<file path="config.mk">
export PLATFORM = sky130hd
export DESIGN_NAME = mgo_ctl
export DESIGN_NICKNAME = d
export VERILOG_FILES = /design/src/verilog/mgo_pkg.sv /design/src/verilog/mgo_pregain_map.sv /design/src/verilog/mgo_cal_seq.sv /design/src/verilog/mgo_ctl.sv
export VERILOG_INCLUDE_DIRS = /design/src /design/src/verilog
export SDC_FILE = /design/constraint.sdc
export NUM_CORES = 1
export LEC_CHECK = 0
export ABC_CLOCK_PERIOD_IN_PS = 9100
export BUFFER_PORTS_ARGS = -buffer_cell sky130_fd_sc_hd__clkbuf_2
export CORE_MARGIN = 5
export CORE_UTILIZATION = 35
export DETAILED_ROUTE_END_ITERATION = 8
export GPL_TIMING_DRIVEN = 0
export HOLD_SLACK_MARGIN = 0.05
export PLACE_DENSITY_LB_ADDON = 0.1
export SYNTH_ARGS = -nofsm -noshare
export SYNTH_HDL_FRONTEND = slang
export SYNTH_HIERARCHICAL = 1
export SYNTH_SLANG_ARGS = --single-unit
</file>
<file path="constraint.sdc">
create_clock -name ref_clk -period 9.1 [get_ports ref_clk]
set_input_delay 0.455 -clock ref_clk [delete_from_list [all_inputs] [get_ports ref_clk]]
set_output_delay 0.455 -clock ref_clk [all_outputs]
set_load 0.01 [all_outputs]
</file>
<file path="src/verilog/mgo_regs.svh">
// Register offsets, field positions, reset values and timing counts of the
// mute, gain and offset control block. Assumes a 7-bit effective sub-address.
//
// Overview of operation
// Reset pin low returns registers 00h-6Fh and 80h-EFh to defaults.
// Registers 70h-7Fh and F0h-FFh keep their values through the reset pin.
// Fault pin driven high or low forces hard mute; floating means no mute.
// With auto-release set, fault mute ends when the fault pin is released.
// Without auto-release, fault mute holds until release plus latch-clear rising.
// Hard mute bit falling from one to zero starts offset calibration.
// Calibration ends within 1 s without tracking pre-gain, 4 s with it.
// With tracking pre-gain, each of four pre-gain levels is calibrated.
// Ten-bit offset per channel stored, in-use values readable at 02h-09h.
// Four offsets per channel kept; readback follows the selected pre-gain.
// Register 3Dh bit 7 enables volume-tracking pre-gain.
// With tracking pre-gain off, pre-gain stays at full gain.
// Volume FFh-F4h full, F3h-E8h half, E7h-DCh quarter, below eighth.
// Post-gain select zero gives low post-gain, one gives 25% higher gain.
// Bank select one uses bank offset, zero uses internal calibration.
// Software calibrates low post-gain, copies readback to bank, then high.
// Software changes post-gain only while pre-gain is one eighth.
// Software keeps fault latched and clocks steady during bank swapping.
// Effective mute is hard mute bit OR fault mute; release starts calibration.
`ifndef MGO_REGS_SVH
`define MGO_REGS_SVH

// Sub-addresses, alias bit already stripped
`define MGO_ADDR_MUTE_STAT 7'h00
`define MGO_ADDR_READBACK  7'h02
`define MGO_ADDR_VOL       7'h25
`define MGO_ADDR_HMUTE     7'h2c
`define MGO_ADDR_CAL_SEL   7'h2f
`define MGO_ADDR_FAULT     7'h3a
`define MGO_ADDR_POST_GAIN 7'h3b
`define MGO_ADDR_TRACK     7'h3d
`define MGO_ADDR_IRQ_STAT  7'h62
`define MGO_ADDR_IRQ_MASK  7'h63
`define MGO_ADDR_BANK      7'h70
`define MGO_NUM_CAL_BYTES  7'h08
`define MGO_NUM_VOL        7'h06

// Field positions
`define MGO_BIT_HMUTE      1
`define MGO_BIT_FMU        2
`define MGO_BIT_AUTO_REL   2
`define MGO_BIT_LATCH_CLR  1
`define MGO_BIT_TRACK      7
`define MGO_IRQ_CAL_DONE   0
`define MGO_IRQ_FAULT      1
`define MGO_IRQ_CAL_ABORT  2

// Reset values
`define MGO_HMUTE_RST      1'b1
`define MGO_VOL_RST        8'h00

// Pre-gain volume thresholds
`define MGO_VOL_FULL_MIN   8'hf4
`define MGO_VOL_HALF_MIN   8'he8
`define MGO_VOL_QUART_MIN  8'hdc

// Timing: one calibration level lasts at most this long
`define MGO_CLK_KHZ        125000
`define MGO_CAL_LEVEL_MS   1000
`define MGO_CAL_LEVEL_CYCLES (`MGO_CAL_LEVEL_MS * `MGO_CLK_KHZ)

`endif

</file>
<file path="src/verilog/mgo_pkg.sv">
// Types of the mute, gain and offset control block.
// Assumes six channels with ten-bit offsets.
package mgo_pkg;

  typedef enum logic [1:0] {MGO_PG_FULL, MGO_PG_HALF, MGO_PG_QUARTER, MGO_PG_EIGHTH}
    mgo_pregain_e;
  typedef enum logic {MGO_SEQ_IDLE, MGO_SEQ_RUN} mgo_seq_e;
  typedef logic [5:0][9:0] mgo_offs_t;

  typedef struct packed {
    logic       wr;
    logic       rd;
    logic [7:0] addr;
    logic [7:0] wdata;
  } mgo_bus_s;

  typedef struct packed {
    logic drive_hi;
    logic drive_lo;
  } mgo_fault_s;

  typedef struct packed {
    mgo_seq_e    state;
    logic [31:0] cnt;
    logic [1:0]  level;
    logic        multi;
  } mgo_seq_s;

  typedef struct packed {
    logic [5:0][7:0]      vol;
    logic                 hard_mute_bit;
    logic                 fault_auto_release_enable;
    logic                 fault_latch_clear;
    logic                 volume_tracking_pregain;
    logic [5:0]           post_gain;
    logic [5:0]           calib_bank_select;
    mgo_offs_t            bank;
    logic [3:0][5:0][9:0] cal;
    logic                 fault_mute;
    logic                 mute_prev;
    mgo_pregain_e [5:0]   pregain;
    mgo_offs_t            offset;
    logic [2:0]           irq_stat;
    logic [2:0]           irq_mask;
    logic [7:0]           rd_data;
  } mgo_ctl_s;

endpackage : mgo_pkg

</file>
<file path="src/verilog/mgo_pregain_map.sv">
// Maps one channel volume to its pre-gain level.
// Assumes calibration level and busy come from the calibration sequencer.
`timescale 1ns/100ps
`include "mgo_regs.svh"
module mgo_pregain_map
(
  input  wire logic          ref_clk,
  input  wire logic          reset,
  input  wire logic [7:0]    vol,
  input  wire logic          volume_tracking_pregain,
  input  wire logic          cal_busy,
  input  wire logic [1:0]    cal_level,
  output mgo_pkg::mgo_pregain_e pregain
);
  import mgo_pkg::*;

  // Tracking off forces full gain; else calibration forces the level under test, otherwise the volume table
  always_comb
  begin
    if (!volume_tracking_pregain)
      pregain = MGO_PG_FULL;
    else if (cal_busy)
      pregain = mgo_pregain_e'(cal_level);
    else if (vol >= `MGO_VOL_FULL_MIN)
      pregain = MGO_PG_FULL;
    else if (vol >= `MGO_VOL_HALF_MIN)
      pregain = MGO_PG_HALF;
    else if (vol >= `MGO_VOL_QUART_MIN)
      pregain = MGO_PG_QUARTER;
    else
      pregain = MGO_PG_EIGHTH;
  end

  AST_TRACK_OFF_FULL: assert property (@(posedge ref_clk) disable iff (reset)
    !volume_tracking_pregain |-> pregain == MGO_PG_FULL)
    else $error("pre-gain not full while tracking off");
  AST_VOL_TABLE: assert property (@(posedge ref_clk) disable iff (reset)
    (volume_tracking_pregain && !cal_busy && vol < 8'hdc) |-> pregain == MGO_PG_EIGHTH)
    else $error("low volume did not select eighth gain");

endmodule : mgo_pregain_map

</file>
<file path="src/verilog/mgo_cal_seq.sv">
// Offset calibration sequencer: one or four timed levels per run.
// Assumes start and abort are single-clock decisions of the control core.
`timescale 1ns/100ps
`include "mgo_regs.svh"
module mgo_cal_seq #(
  parameter int unsigned LEVEL_CYCLES = `MGO_CAL_LEVEL_CYCLES
)
(
  input  wire logic       ref_clk,
  input  wire logic       reset,
  input  wire logic       start,
  input  wire logic       abort,
  input  wire logic       volume_tracking_pregain,
  output logic            busy,
  output logic [1:0]      level,
  output logic            store,
  output logic            done
);
  import mgo_pkg::*;

  mgo_seq_s st_r;
  mgo_seq_s st_nxt;

  // Level ends on the last cycle of its slot
  assign busy  = (st_r.state == MGO_SEQ_RUN);
  assign level = st_r.level;
  assign store = busy && (st_r.cnt == LEVEL_CYCLES - 1);
  assign done  = store && (!st_r.multi || st_r.level == 2'h3);

  // Mode is latched at start so a mid-run change cannot stretch the run
  always_comb
  begin
    st_nxt = st_r;
    unique case (st_r.state)
      MGO_SEQ_IDLE:
        if (start && !abort)
        begin
          st_nxt.state = MGO_SEQ_RUN;
          st_nxt.cnt   = 32'h0;
          st_nxt.level = 2'h0;
          st_nxt.multi = volume_tracking_pregain;
        end
      MGO_SEQ_RUN:
        if (abort)
          st_nxt.state = MGO_SEQ_IDLE;
        else if (store)
        begin
          st_nxt.cnt = 32'h0;
          if (done)
            st_nxt.state = MGO_SEQ_IDLE;
          else
            st_nxt.level = st_r.level + 2'h1;
        end
        else
          st_nxt.cnt = st_r.cnt + 32'h1;
    endcase
  end

  always_ff @(posedge ref_clk)
  begin
    if (reset)
      st_r <= '{state: MGO_SEQ_IDLE, cnt: 32'h0, level: 2'h0, multi: 1'b0};
    else
      st_r <= st_nxt;
  end

  AST_CAL_SLOT_BOUND: assert property (@(posedge ref_clk) disable iff (reset)
    busy |-> (st_r.cnt < LEVEL_CYCLES && (st_r.multi || st_r.level == 2'h0)))
    else $error("calibration slot overran");
  AST_FOUR_LEVELS: assert property (@(posedge ref_clk) disable iff (reset)
    (store && st_r.multi && st_r.level != 2'h3 && !abort) |=> busy && level == $past(level) + 2'h1)
    else $error("calibration skipped a pre-gain level");

endmodule : mgo_cal_seq

</file>
<file path="src/verilog/mgo_ctl.sv">
// Mute, gain and offset control core: registers, fault mute, pre-gain,
// calibration storage and offset selection for six channels.
// Assumes a serial-bus front end that drives the plain register port and
// strips nothing: sub-addresses 80h-FFh mirror 00h-7Fh.
`timescale 1ns/100ps
`include "mgo_regs.svh"
module mgo_ctl #(
  parameter int unsigned CAL_LEVEL_CYCLES = `MGO_CAL_LEVEL_CYCLES
)
(
  input  wire logic              ref_clk,
  input  wire logic              reset,
  input  wire logic              reset_pin_active_low,
  input  wire mgo_pkg::mgo_bus_s bus,
  output logic [7:0]             rd_data,
  input  wire mgo_pkg::mgo_fault_s fault,
  input  wire mgo_pkg::mgo_offs_t offset_meas,
  output logic                   hard_mute,
  output mgo_pkg::mgo_pregain_e [5:0] pregain,
  output logic [5:0]             post_gain_high,
  output mgo_pkg::mgo_offs_t     offset_out,
  output logic                   cal_busy,
  output logic                   irq
);
  import mgo_pkg::*;

  // Packs six ten-bit values into the eight-byte readback layout
  function automatic logic [7:0] mgo_cal_rd(input mgo_offs_t v, input logic [2:0] i);
    logic [2:0] b;
    b = i[2] ? 3'h3 : 3'h0;
    if (i[1:0] == 2'h3)
      return {2'b00, v[b + 3'h2][1:0], v[b + 3'h1][1:0], v[b][1:0]};
    return v[b + {1'b0, i[1:0]}][9:2];
  endfunction : mgo_cal_rd

  // Inverse of the readback packing, for the bank registers
  function automatic mgo_offs_t mgo_cal_wr(input mgo_offs_t v, input logic [2:0] i,
                                           input logic [7:0] d);
    mgo_offs_t  r;
    logic [2:0] b;
    r = v;
    b = i[2] ? 3'h3 : 3'h0;
    if (i[1:0] == 2'h3)
    begin
      r[b][1:0]        = d[1:0];
      r[b + 3'h1][1:0] = d[3:2];
      r[b + 3'h2][1:0] = d[5:4];
    end
    else
      r[b + {1'b0, i[1:0]}][9:2] = d;
    return r;
  endfunction : mgo_cal_wr

  // Default state of every register the reset pin touches
  function automatic mgo_ctl_s mgo_ctl_rst();
    mgo_ctl_s r;
    r = '0;
    r.hard_mute_bit = `MGO_HMUTE_RST;
    r.mute_prev     = `MGO_HMUTE_RST;
    for (int c = 0; c < 6; c++)
    begin
      r.vol[c]     = `MGO_VOL_RST;
      r.pregain[c] = MGO_PG_FULL;
    end
    return r;
  endfunction : mgo_ctl_rst

  localparam mgo_ctl_s CTL_RST = mgo_ctl_rst();

  mgo_ctl_s            st_r;
  mgo_ctl_s            st_nxt;
  logic [6:0]          addr;
  logic                fault_active;
  logic                latch_clr_rise;
  logic                mute_comb;
  logic                cal_start;
  logic                cal_abort;
  logic                seq_store;
  logic                seq_done;
  logic [1:0]          seq_level;
  mgo_offs_t           cal_use;
  mgo_pregain_e [5:0]  pg_map;
  logic [2:0]          irq_ev;

  // Upper half of the sub-address space mirrors the lower half
  assign addr = bus.addr[6:0];

  // Either driven level on the fault pin means a fault
  assign fault_active = fault.drive_hi | fault.drive_lo;

  // Latch clear acts on a written zero-to-one change only
  assign latch_clr_rise = bus.wr && addr == `MGO_ADDR_FAULT
                          && bus.wdata[`MGO_BIT_LATCH_CLR] && !st_r.fault_latch_clear;

  // Effective mute and the release that starts calibration
  assign mute_comb = st_r.hard_mute_bit | st_r.fault_mute;
  assign cal_start = st_r.mute_prev & ~mute_comb;
  assign cal_abort = mute_comb | ~reset_pin_active_low;

  // Offsets in use per channel follow that channel's pre-gain
  always_comb
  begin
    for (int c = 0; c < 6; c++)
      cal_use[c] = st_r.cal[st_r.pregain[c]][c];
  end

  mgo_cal_seq #(
    .LEVEL_CYCLES (CAL_LEVEL_CYCLES)
  ) u_seq (
    .ref_clk (ref_clk),
    .reset   (reset),
    .start   (cal_start),
    .abort   (cal_abort),
    .volume_tracking_pregain (st_r.volume_tracking_pregain),
    .busy    (cal_busy),
    .level   (seq_level),
    .store   (seq_store),
    .done    (seq_done)
  );

  // One pre-gain map per channel
  for (genvar g = 0; g < 6; g++)
  begin : g_pg
    mgo_pregain_map u_map (
      .ref_clk   (ref_clk),
      .reset     (reset),
      .vol       (st_r.vol[g]),
      .volume_tracking_pregain (st_r.volume_tracking_pregain),
      .cal_busy  (cal_busy),
      .cal_level (seq_level),
      .pregain   (pg_map[g])
    );
  end

  // Interrupt events: calibration end, fault mute entry, aborted calibration
  always_comb
  begin
    irq_ev                     = 3'h0;
    irq_ev[`MGO_IRQ_CAL_DONE]  = seq_done && !cal_abort;
    irq_ev[`MGO_IRQ_FAULT]     = fault_active && !st_r.fault_mute;
    irq_ev[`MGO_IRQ_CAL_ABORT] = cal_busy && cal_abort;
  end

  // Next-state: register writes, reads, fault, calibration and outputs
  always_comb
  begin
    st_nxt = st_r;
    // Register writes
    if (bus.wr)
    begin
      if (addr >= `MGO_ADDR_VOL && addr < `MGO_ADDR_VOL + `MGO_NUM_VOL)
        st_nxt.vol[3'(addr - `MGO_ADDR_VOL)] = bus.wdata;
      else if (addr >= `MGO_ADDR_BANK && addr < `MGO_ADDR_BANK + `MGO_NUM_CAL_BYTES)
        st_nxt.bank = mgo_cal_wr(st_r.bank, 3'(addr - `MGO_ADDR_BANK), bus.wdata);
      else
        unique case (addr)
          `MGO_ADDR_HMUTE:     st_nxt.hard_mute_bit = bus.wdata[`MGO_BIT_HMUTE];
          `MGO_ADDR_CAL_SEL:   st_nxt.calib_bank_select = bus.wdata[5:0];
          `MGO_ADDR_FAULT:
          begin
            st_nxt.fault_auto_release_enable = bus.wdata[`MGO_BIT_AUTO_REL];
            st_nxt.fault_latch_clear         = bus.wdata[`MGO_BIT_LATCH_CLR];
          end
          `MGO_ADDR_POST_GAIN: st_nxt.post_gain = bus.wdata[5:0];
          `MGO_ADDR_TRACK:
            st_nxt.volume_tracking_pregain = bus.wdata[`MGO_BIT_TRACK];
          `MGO_ADDR_IRQ_MASK:  st_nxt.irq_mask = bus.wdata[2:0];
          default:             st_nxt.vol = st_r.vol;
        endcase
    end
    // Sticky status: write one clears, a same-cycle event still sets
    if (bus.wr && addr == `MGO_ADDR_IRQ_STAT)
      st_nxt.irq_stat = st_r.irq_stat & ~bus.wdata[2:0];
    st_nxt.irq_stat = st_nxt.irq_stat | irq_ev;
    // Read data, valid only in the cycle after the strobe
    st_nxt.rd_data = 8'h00;
    if (bus.rd)
    begin
      if (addr >= `MGO_ADDR_READBACK && addr < `MGO_ADDR_READBACK + `MGO_NUM_CAL_BYTES)
        st_nxt.rd_data = mgo_cal_rd(cal_use, 3'(addr - `MGO_ADDR_READBACK));
      else if (addr >= `MGO_ADDR_BANK && addr < `MGO_ADDR_BANK + `MGO_NUM_CAL_BYTES)
        st_nxt.rd_data = mgo_cal_rd(st_r.bank, 3'(addr - `MGO_ADDR_BANK));
      else if (addr >= `MGO_ADDR_VOL && addr < `MGO_ADDR_VOL + `MGO_NUM_VOL)
        st_nxt.rd_data = st_r.vol[3'(addr - `MGO_ADDR_VOL)];
      else
        unique case (addr)
          `MGO_ADDR_MUTE_STAT:
          begin
            st_nxt.rd_data[`MGO_BIT_FMU]   = st_r.fault_mute;
            st_nxt.rd_data[`MGO_BIT_HMUTE] = mute_comb;
          end
          `MGO_ADDR_HMUTE:     st_nxt.rd_data[`MGO_BIT_HMUTE] = st_r.hard_mute_bit;
          `MGO_ADDR_CAL_SEL:   st_nxt.rd_data = {2'b00, st_r.calib_bank_select};
          `MGO_ADDR_FAULT:
          begin
            st_nxt.rd_data[`MGO_BIT_AUTO_REL]  = st_r.fault_auto_release_enable;
            st_nxt.rd_data[`MGO_BIT_LATCH_CLR] = st_r.fault_latch_clear;
          end
          `MGO_ADDR_POST_GAIN: st_nxt.rd_data = {2'b00, st_r.post_gain};
          `MGO_ADDR_TRACK:
            st_nxt.rd_data[`MGO_BIT_TRACK] = st_r.volume_tracking_pregain;
          `MGO_ADDR_IRQ_STAT:  st_nxt.rd_data = {5'h00, st_r.irq_stat};
          `MGO_ADDR_IRQ_MASK:  st_nxt.rd_data = {5'h00, st_r.irq_mask};
          default:             st_nxt.rd_data = 8'h00;
        endcase
    end
    // Fault mute: pin wins over any release in the same cycle
    if (fault_active)
      st_nxt.fault_mute = 1'b1;
    else if (st_r.fault_auto_release_enable)
      st_nxt.fault_mute = 1'b0;
    else if (latch_clr_rise)
      st_nxt.fault_mute = 1'b0;
    st_nxt.mute_prev = mute_comb;
    // Store the measured offset at the end of each calibration level
    if (seq_store && !cal_abort)
      for (int c = 0; c < 6; c++)
        st_nxt.cal[seq_level][c] = offset_meas[c];
    // Registered pre-gain and selected offset per channel
    for (int c = 0; c < 6; c++)
    begin
      st_nxt.pregain[c] = pg_map[c];
      st_nxt.offset[c]  = st_r.calib_bank_select[c] ? st_r.bank[c] : cal_use[c];
    end
    // Reset pin clears all but the bank, which sits in the kept range
    if (!reset_pin_active_low)
    begin
      st_nxt      = CTL_RST;
      st_nxt.bank = st_r.bank;
    end
  end

  // Power-on reset clears the bank too, so it never starts unknown
  always_ff @(posedge ref_clk)
  begin
    if (reset)
      st_r <= CTL_RST;
    else
      st_r <= st_nxt;
  end

  // Outputs
  assign rd_data        = st_r.rd_data;
  assign hard_mute      = mute_comb;
  assign pregain        = st_r.pregain;
  assign post_gain_high = st_r.post_gain;
  assign offset_out     = st_r.offset;
  assign irq            = |(st_r.irq_stat & st_r.irq_mask);

  AST_RESET_PIN_DEFAULTS: assert property (@(posedge ref_clk) disable iff (reset)
    !reset_pin_active_low |=> (hard_mute && st_r.vol == '0 && st_r.calib_bank_select == 6'h00
                               && !st_r.volume_tracking_pregain))
    else $error("reset pin did not restore defaults");
  AST_BANK_KEPT: assert property (@(posedge ref_clk) disable iff (reset)
    !reset_pin_active_low |=> st_r.bank == $past(st_r.bank))
    else $error("bank changed under reset pin");
  AST_FAULT_MUTES: assert property (@(posedge ref_clk) disable iff (reset)
    (fault_active && reset_pin_active_low) |=> (st_r.fault_mute && hard_mute))
    else $error("fault pin did not mute");
  AST_AUTO_RELEASE: assert property (@(posedge ref_clk) disable iff (reset)
    (st_r.fault_mute && !fault_active && st_r.fault_auto_release_enable) |=> !st_r.fault_mute)
    else $error("auto-release did not unmute");
  AST_LATCH_HOLD: assert property (@(posedge ref_clk) disable iff (reset)
    (st_r.fault_mute && !st_r.fault_auto_release_enable && !latch_clr_rise
     && reset_pin_active_low) |=> st_r.fault_mute)
    else $error("latched fault mute released early");
  AST_UNMUTE_CALIBRATES: assert property (@(posedge ref_clk) disable iff (reset)
    ($fell(hard_mute) && reset_pin_active_low) ##1 !hard_mute |-> cal_busy)
    else $error("unmute did not start calibration");
  AST_BANK_SELECT: assert property (@(posedge ref_clk) disable iff (reset)
    (st_r.calib_bank_select[0] && reset_pin_active_low) |=> offset_out[0] == $past(st_r.bank[0]))
    else $error("bank value not used when selected");
  AST_READBACK_LEVEL: assert property (@(posedge ref_clk) disable iff (reset)
    (bus.rd && addr == `MGO_ADDR_READBACK && reset_pin_active_low)
      |=> rd_data == $past(st_r.cal[st_r.pregain[0]][0][9:2]))
    else $error("readback not tied to selected pre-gain");
  AST_POST_GAIN: assert property (@(posedge ref_clk) disable iff (reset)
    (bus.wr && addr == `MGO_ADDR_POST_GAIN && reset_pin_active_low)
      |=> post_gain_high == $past(bus.wdata[5:0]))
    else $error("post-gain select not applied");

endmodule : mgo_ctl

</file>
==> flow_metrics.py <==
metrics = {
    "timing": {
        "skew_ns": 0.0173,
        "rsz0062_at_grt": "no",
        "setup_viol_count_final": 0,
        "worst_pin_slew_ns": 1.13,
        "drv_slew": 0,
        "slew_headroom": 0.245,
        "fin_crit_sh": 0.491,
        "period_needed_ns": 4.47,
        "max_freq_mhz": 224,
        "setup_tns_ns": 0,
        "timing.final.ws_setup_ns": 4.63,
        "finalHoldViolations": 0,
    },
    "layout": {
        "nets": 2836,
        "multi_input_area_um2": 10900,
        "drive_above_1_share": 0.172,
        "seqCellArea_um2": 9770,
        "fin_util": 0.410,
        "fillers": 6519,
        "postLayoutCellArea_um2": 25800,
        "areaGrowthSynthToFinish_pct": 16.5,
    },
    "worst_setup_path": {
        "crit_required_ns": 9.52,
        "r2r_start": "u_seq/st_r[3]",
        "crit_type": "primary input to flop",
        "reg2regPathDepth": 13,
        "end_kind": "flop",
        "arrival_ns": 4.89,
        "worst_setup_path_start_kind": "primary input",
        "path_max_fanout": 10,
        "crit_start": "bus[10]",
    },
    "pwr": {
        "peakVddDrop_mv": 0.133,
        "pwr-share-clk": 0.480,
        "seqPwrFrac": 0.473,
        "p_sw_mw": 1.08,
        "switching_share": 0.239,
        "p_int_mw": 3.44,
        "powerDensity_nw_per_um2": 176,
        "leakage_nw": 9.01,
        "comb_power_share": 0.047,
    },
    "min_path": {
        "hp-class": "primary input to flop",
        "min_from": "offset_meas[46]",
        "holdPathStages": 3,
    },
    "drt": {
        "drt_iter0_markers": 1451,
        "num_vias": 19000,
        "met2_length_mm": 39.8,
        "wl_met3_mm": 4.64,
        "firstDrtPassIters": 8,
        "top_layer_used": "met5",
        "wl_met1_mm": 37.0,
        "via_per_inst": 5.23,
        "remaining_drc_errors": 0,
        "wl_per_cell_um": 23.1,
        "antenna_left": 0,
        "drt_wl_total_mm": 83.8,
    },
    "grt": {
        "track_usage": 0.239,
        "grt_max_degree": 28,
        "grt_pass1_wl_mm": 123,
        "grt_pass1_vias": 18700,
        "antenna_found_initial": 4,
        "grt-ovfl-total": 0,
    },
    "outcome": {
        "outcome": "finished clean",
    },
    "clock_network": {
        "clockBufferDepth": 3,
        "clk_pin_slew_worst_paths_ns": 0.06,
        "cts_buffers": 54,
        "cts_setup_buffers": 0,
        "h-tree-depth": 2,
        "ctsHoldBuffers": 0,
        "ctsResizeCount": 0,
        "root_buffer": "clkbuf_16",
        "tritoncts": "done",
        "cts.sink_count": 488,
        "clk_latency_ns": 0.62,
    },
    "flow_run": {
        "drv_cap": 0,
    },
    "yosys": {
        "synthesis.area_um2": 22100,
        "synth_edf_count": 0,
        "syn_area_per_cell_um2": 8.78,
        "ys_seq_area_frac": 0.442,
        "synth_seq_cells": 488,
        "yosys_most_used_dff": "dfxtp_1",
        "synth_nets": 2615,
        "async_reset_ff_frac": 0,
        "synth_cells": 2518,
        "yosysWarnings": 6,
        "synth_cell_type_count": 71,
    },
    "floorplan": {
        "die_width_um": 261,
        "core_area_um2": 62900,
        "die_h_um": 261,
        "start_util": 0.352,
        "rows": 92,
        "dieArea_um2": 68300,
        "io_pins": 172,
    },
    "placement": {
        "place.gp.congestion": 0.936,
        "dp_hpwl_mm": 62.7,
        "placed_area_um2": 24000,
        "pre_cts_ws_ns": 4.16,
        "portBuffers": 165,
    },
}
[state kept, by name, summed over array words and instances (netlist names)]
register        cells
offset_out         60
u_seq/busy          1
u_seq/level         2
rd_data             8
post_gain_high      6
st_r              366
u_seq/st_r         33
pregain            12
[cell usage after synthesis, drive strengths merged (5+ instances only)]
| cell | number | area (um2) |
|---|---|---|
| nand4b | 12 | 105 |
| or3b | 7 | 61.3 |
| xnor2 | 7 | 61.3 |
| a211oi | 6 | 50.1 |
| xor2 | 22 | 193 |
| and3 | 15 | 93.8 |
| nand2 | 582 | 2180 |
| a22oi | 10 | 75.1 |
| mux2 | 10 | 113 |
| nor2b | 16 | 100 |
| inv | 10 | 37.5 |
| a21oi | 300 | 1520 |
| or3 | 5 | 31.3 |
| buf | 135 | 901 |
| nor4 | 8 | 50.1 |
| nor3 | 24 | 135 |
| nand2b | 16 | 100 |
| clkbuf | 131 | 495 |
| o211ai | 5 | 37.5 |
| nand4 | 27 | 184 |
| nand3 | 62 | 330 |
| mux2i | 177 | 1770 |
| and2 | 20 | 125 |
| mux4 | 78 | 1760 |
| nor2 | 226 | 867 |
| dfxtp | 488 | 9770 |
| nor4b | 5 | 71.3 |
| ha | 13 | 163 |
| o21ai | 43 | 215 |
| o311a | 6 | 60.1 |
[power by group through the flow]
stage                     registers, mW  clock network (mW)  logic, mW
after floorplan                    2.19                   0      0.105
after detailed placement           2.19                   0      0.207
after global routing               2.14                2.30      0.223
after global placement             2.19                   0      0.208
after CTS                          2.14                2.22      0.208
final                              2.14                2.17      0.210
[layout by cell type (no fill, tap or decap), drive strengths merged, types with 7 or more instances in the layout]
cell type and count:
nand2 582, nand2b 16, mux2i 177, clkbuf 384
xnor2 7, o21ai 43, nand4b 12, ha 13
nor4 8, inv 13, nor2b 16, mux4 78
and3 15, and2 20, a21oi 300, nor3 24
xor2 22, buf 135, a22oi 10, nor2 226
mux2 10, or3b 7, nand3 62, dfxtp 488
nand4 27
[logic make-up after synthesis]
logic type / synth area share
compound gates: 0.102
xor+xnor: 0.0115
fa+ha+maj: 0.00826
buf+inv: 0.0650
flops: 0.442
mux: 0.165
simple gates: 0.207
[final timing paths]
kind | slack, ns | to
hold / removal | 0.1 | st_r[194]
setup / recovery | 4.63 | rd_data[5]
setup reg to reg | 5.15 | st_r[151]
hold reg to reg | 0.45 | st_r[194]
[layer usage]
metal	vias up	GRT usage
met5	-	0
met3	121	0.0372
met4	2	0.0669
met1	9245	0.322
met2	612	0.401
li1	9020	-
[metrics by stage]
step / hold WS (ns) / std cells / power (mW)
2_1_floorplan: 0.428 / 2518 / 2.29
3_3_place_gp: 0.436 / 3529 / 2.39
3_5_place_dp: 0.445 / 3529 / 2.39
4_1_cts: 0.0652 / 3629 / 4.57
5_1_grt: 0.0884 / 3630 / 4.67
6_report: 0.0961 / 3631 / 4.52
[worst max-delay path, stage by stage]
cell and delay [ns]:
clkbuf_2 0.28, buf_2 0.31, buf_2 0.31, inv_1 0.12, ha_1 0.46, clkinv_1 0.32, ha_1 0.37, buf_2 0.32
buf_1 0.64, mux2_2 0.42, a222oi_1 0.56, o21ai_0 0.30
[layout make-up]
class                   count  share of cell area
inverters                  11             0.00160
clock inverters            12             0.00447
well taps                 846              0.0411
flip-flops and latches    488               0.379
repair buffers            165              0.0321
diodes                      2            0.000194
plain buffers             266              0.0542
multi-input cells        1753               0.424
clock buffers              88              0.0633
Note: power is estimated with default switching activity, not from simulation.
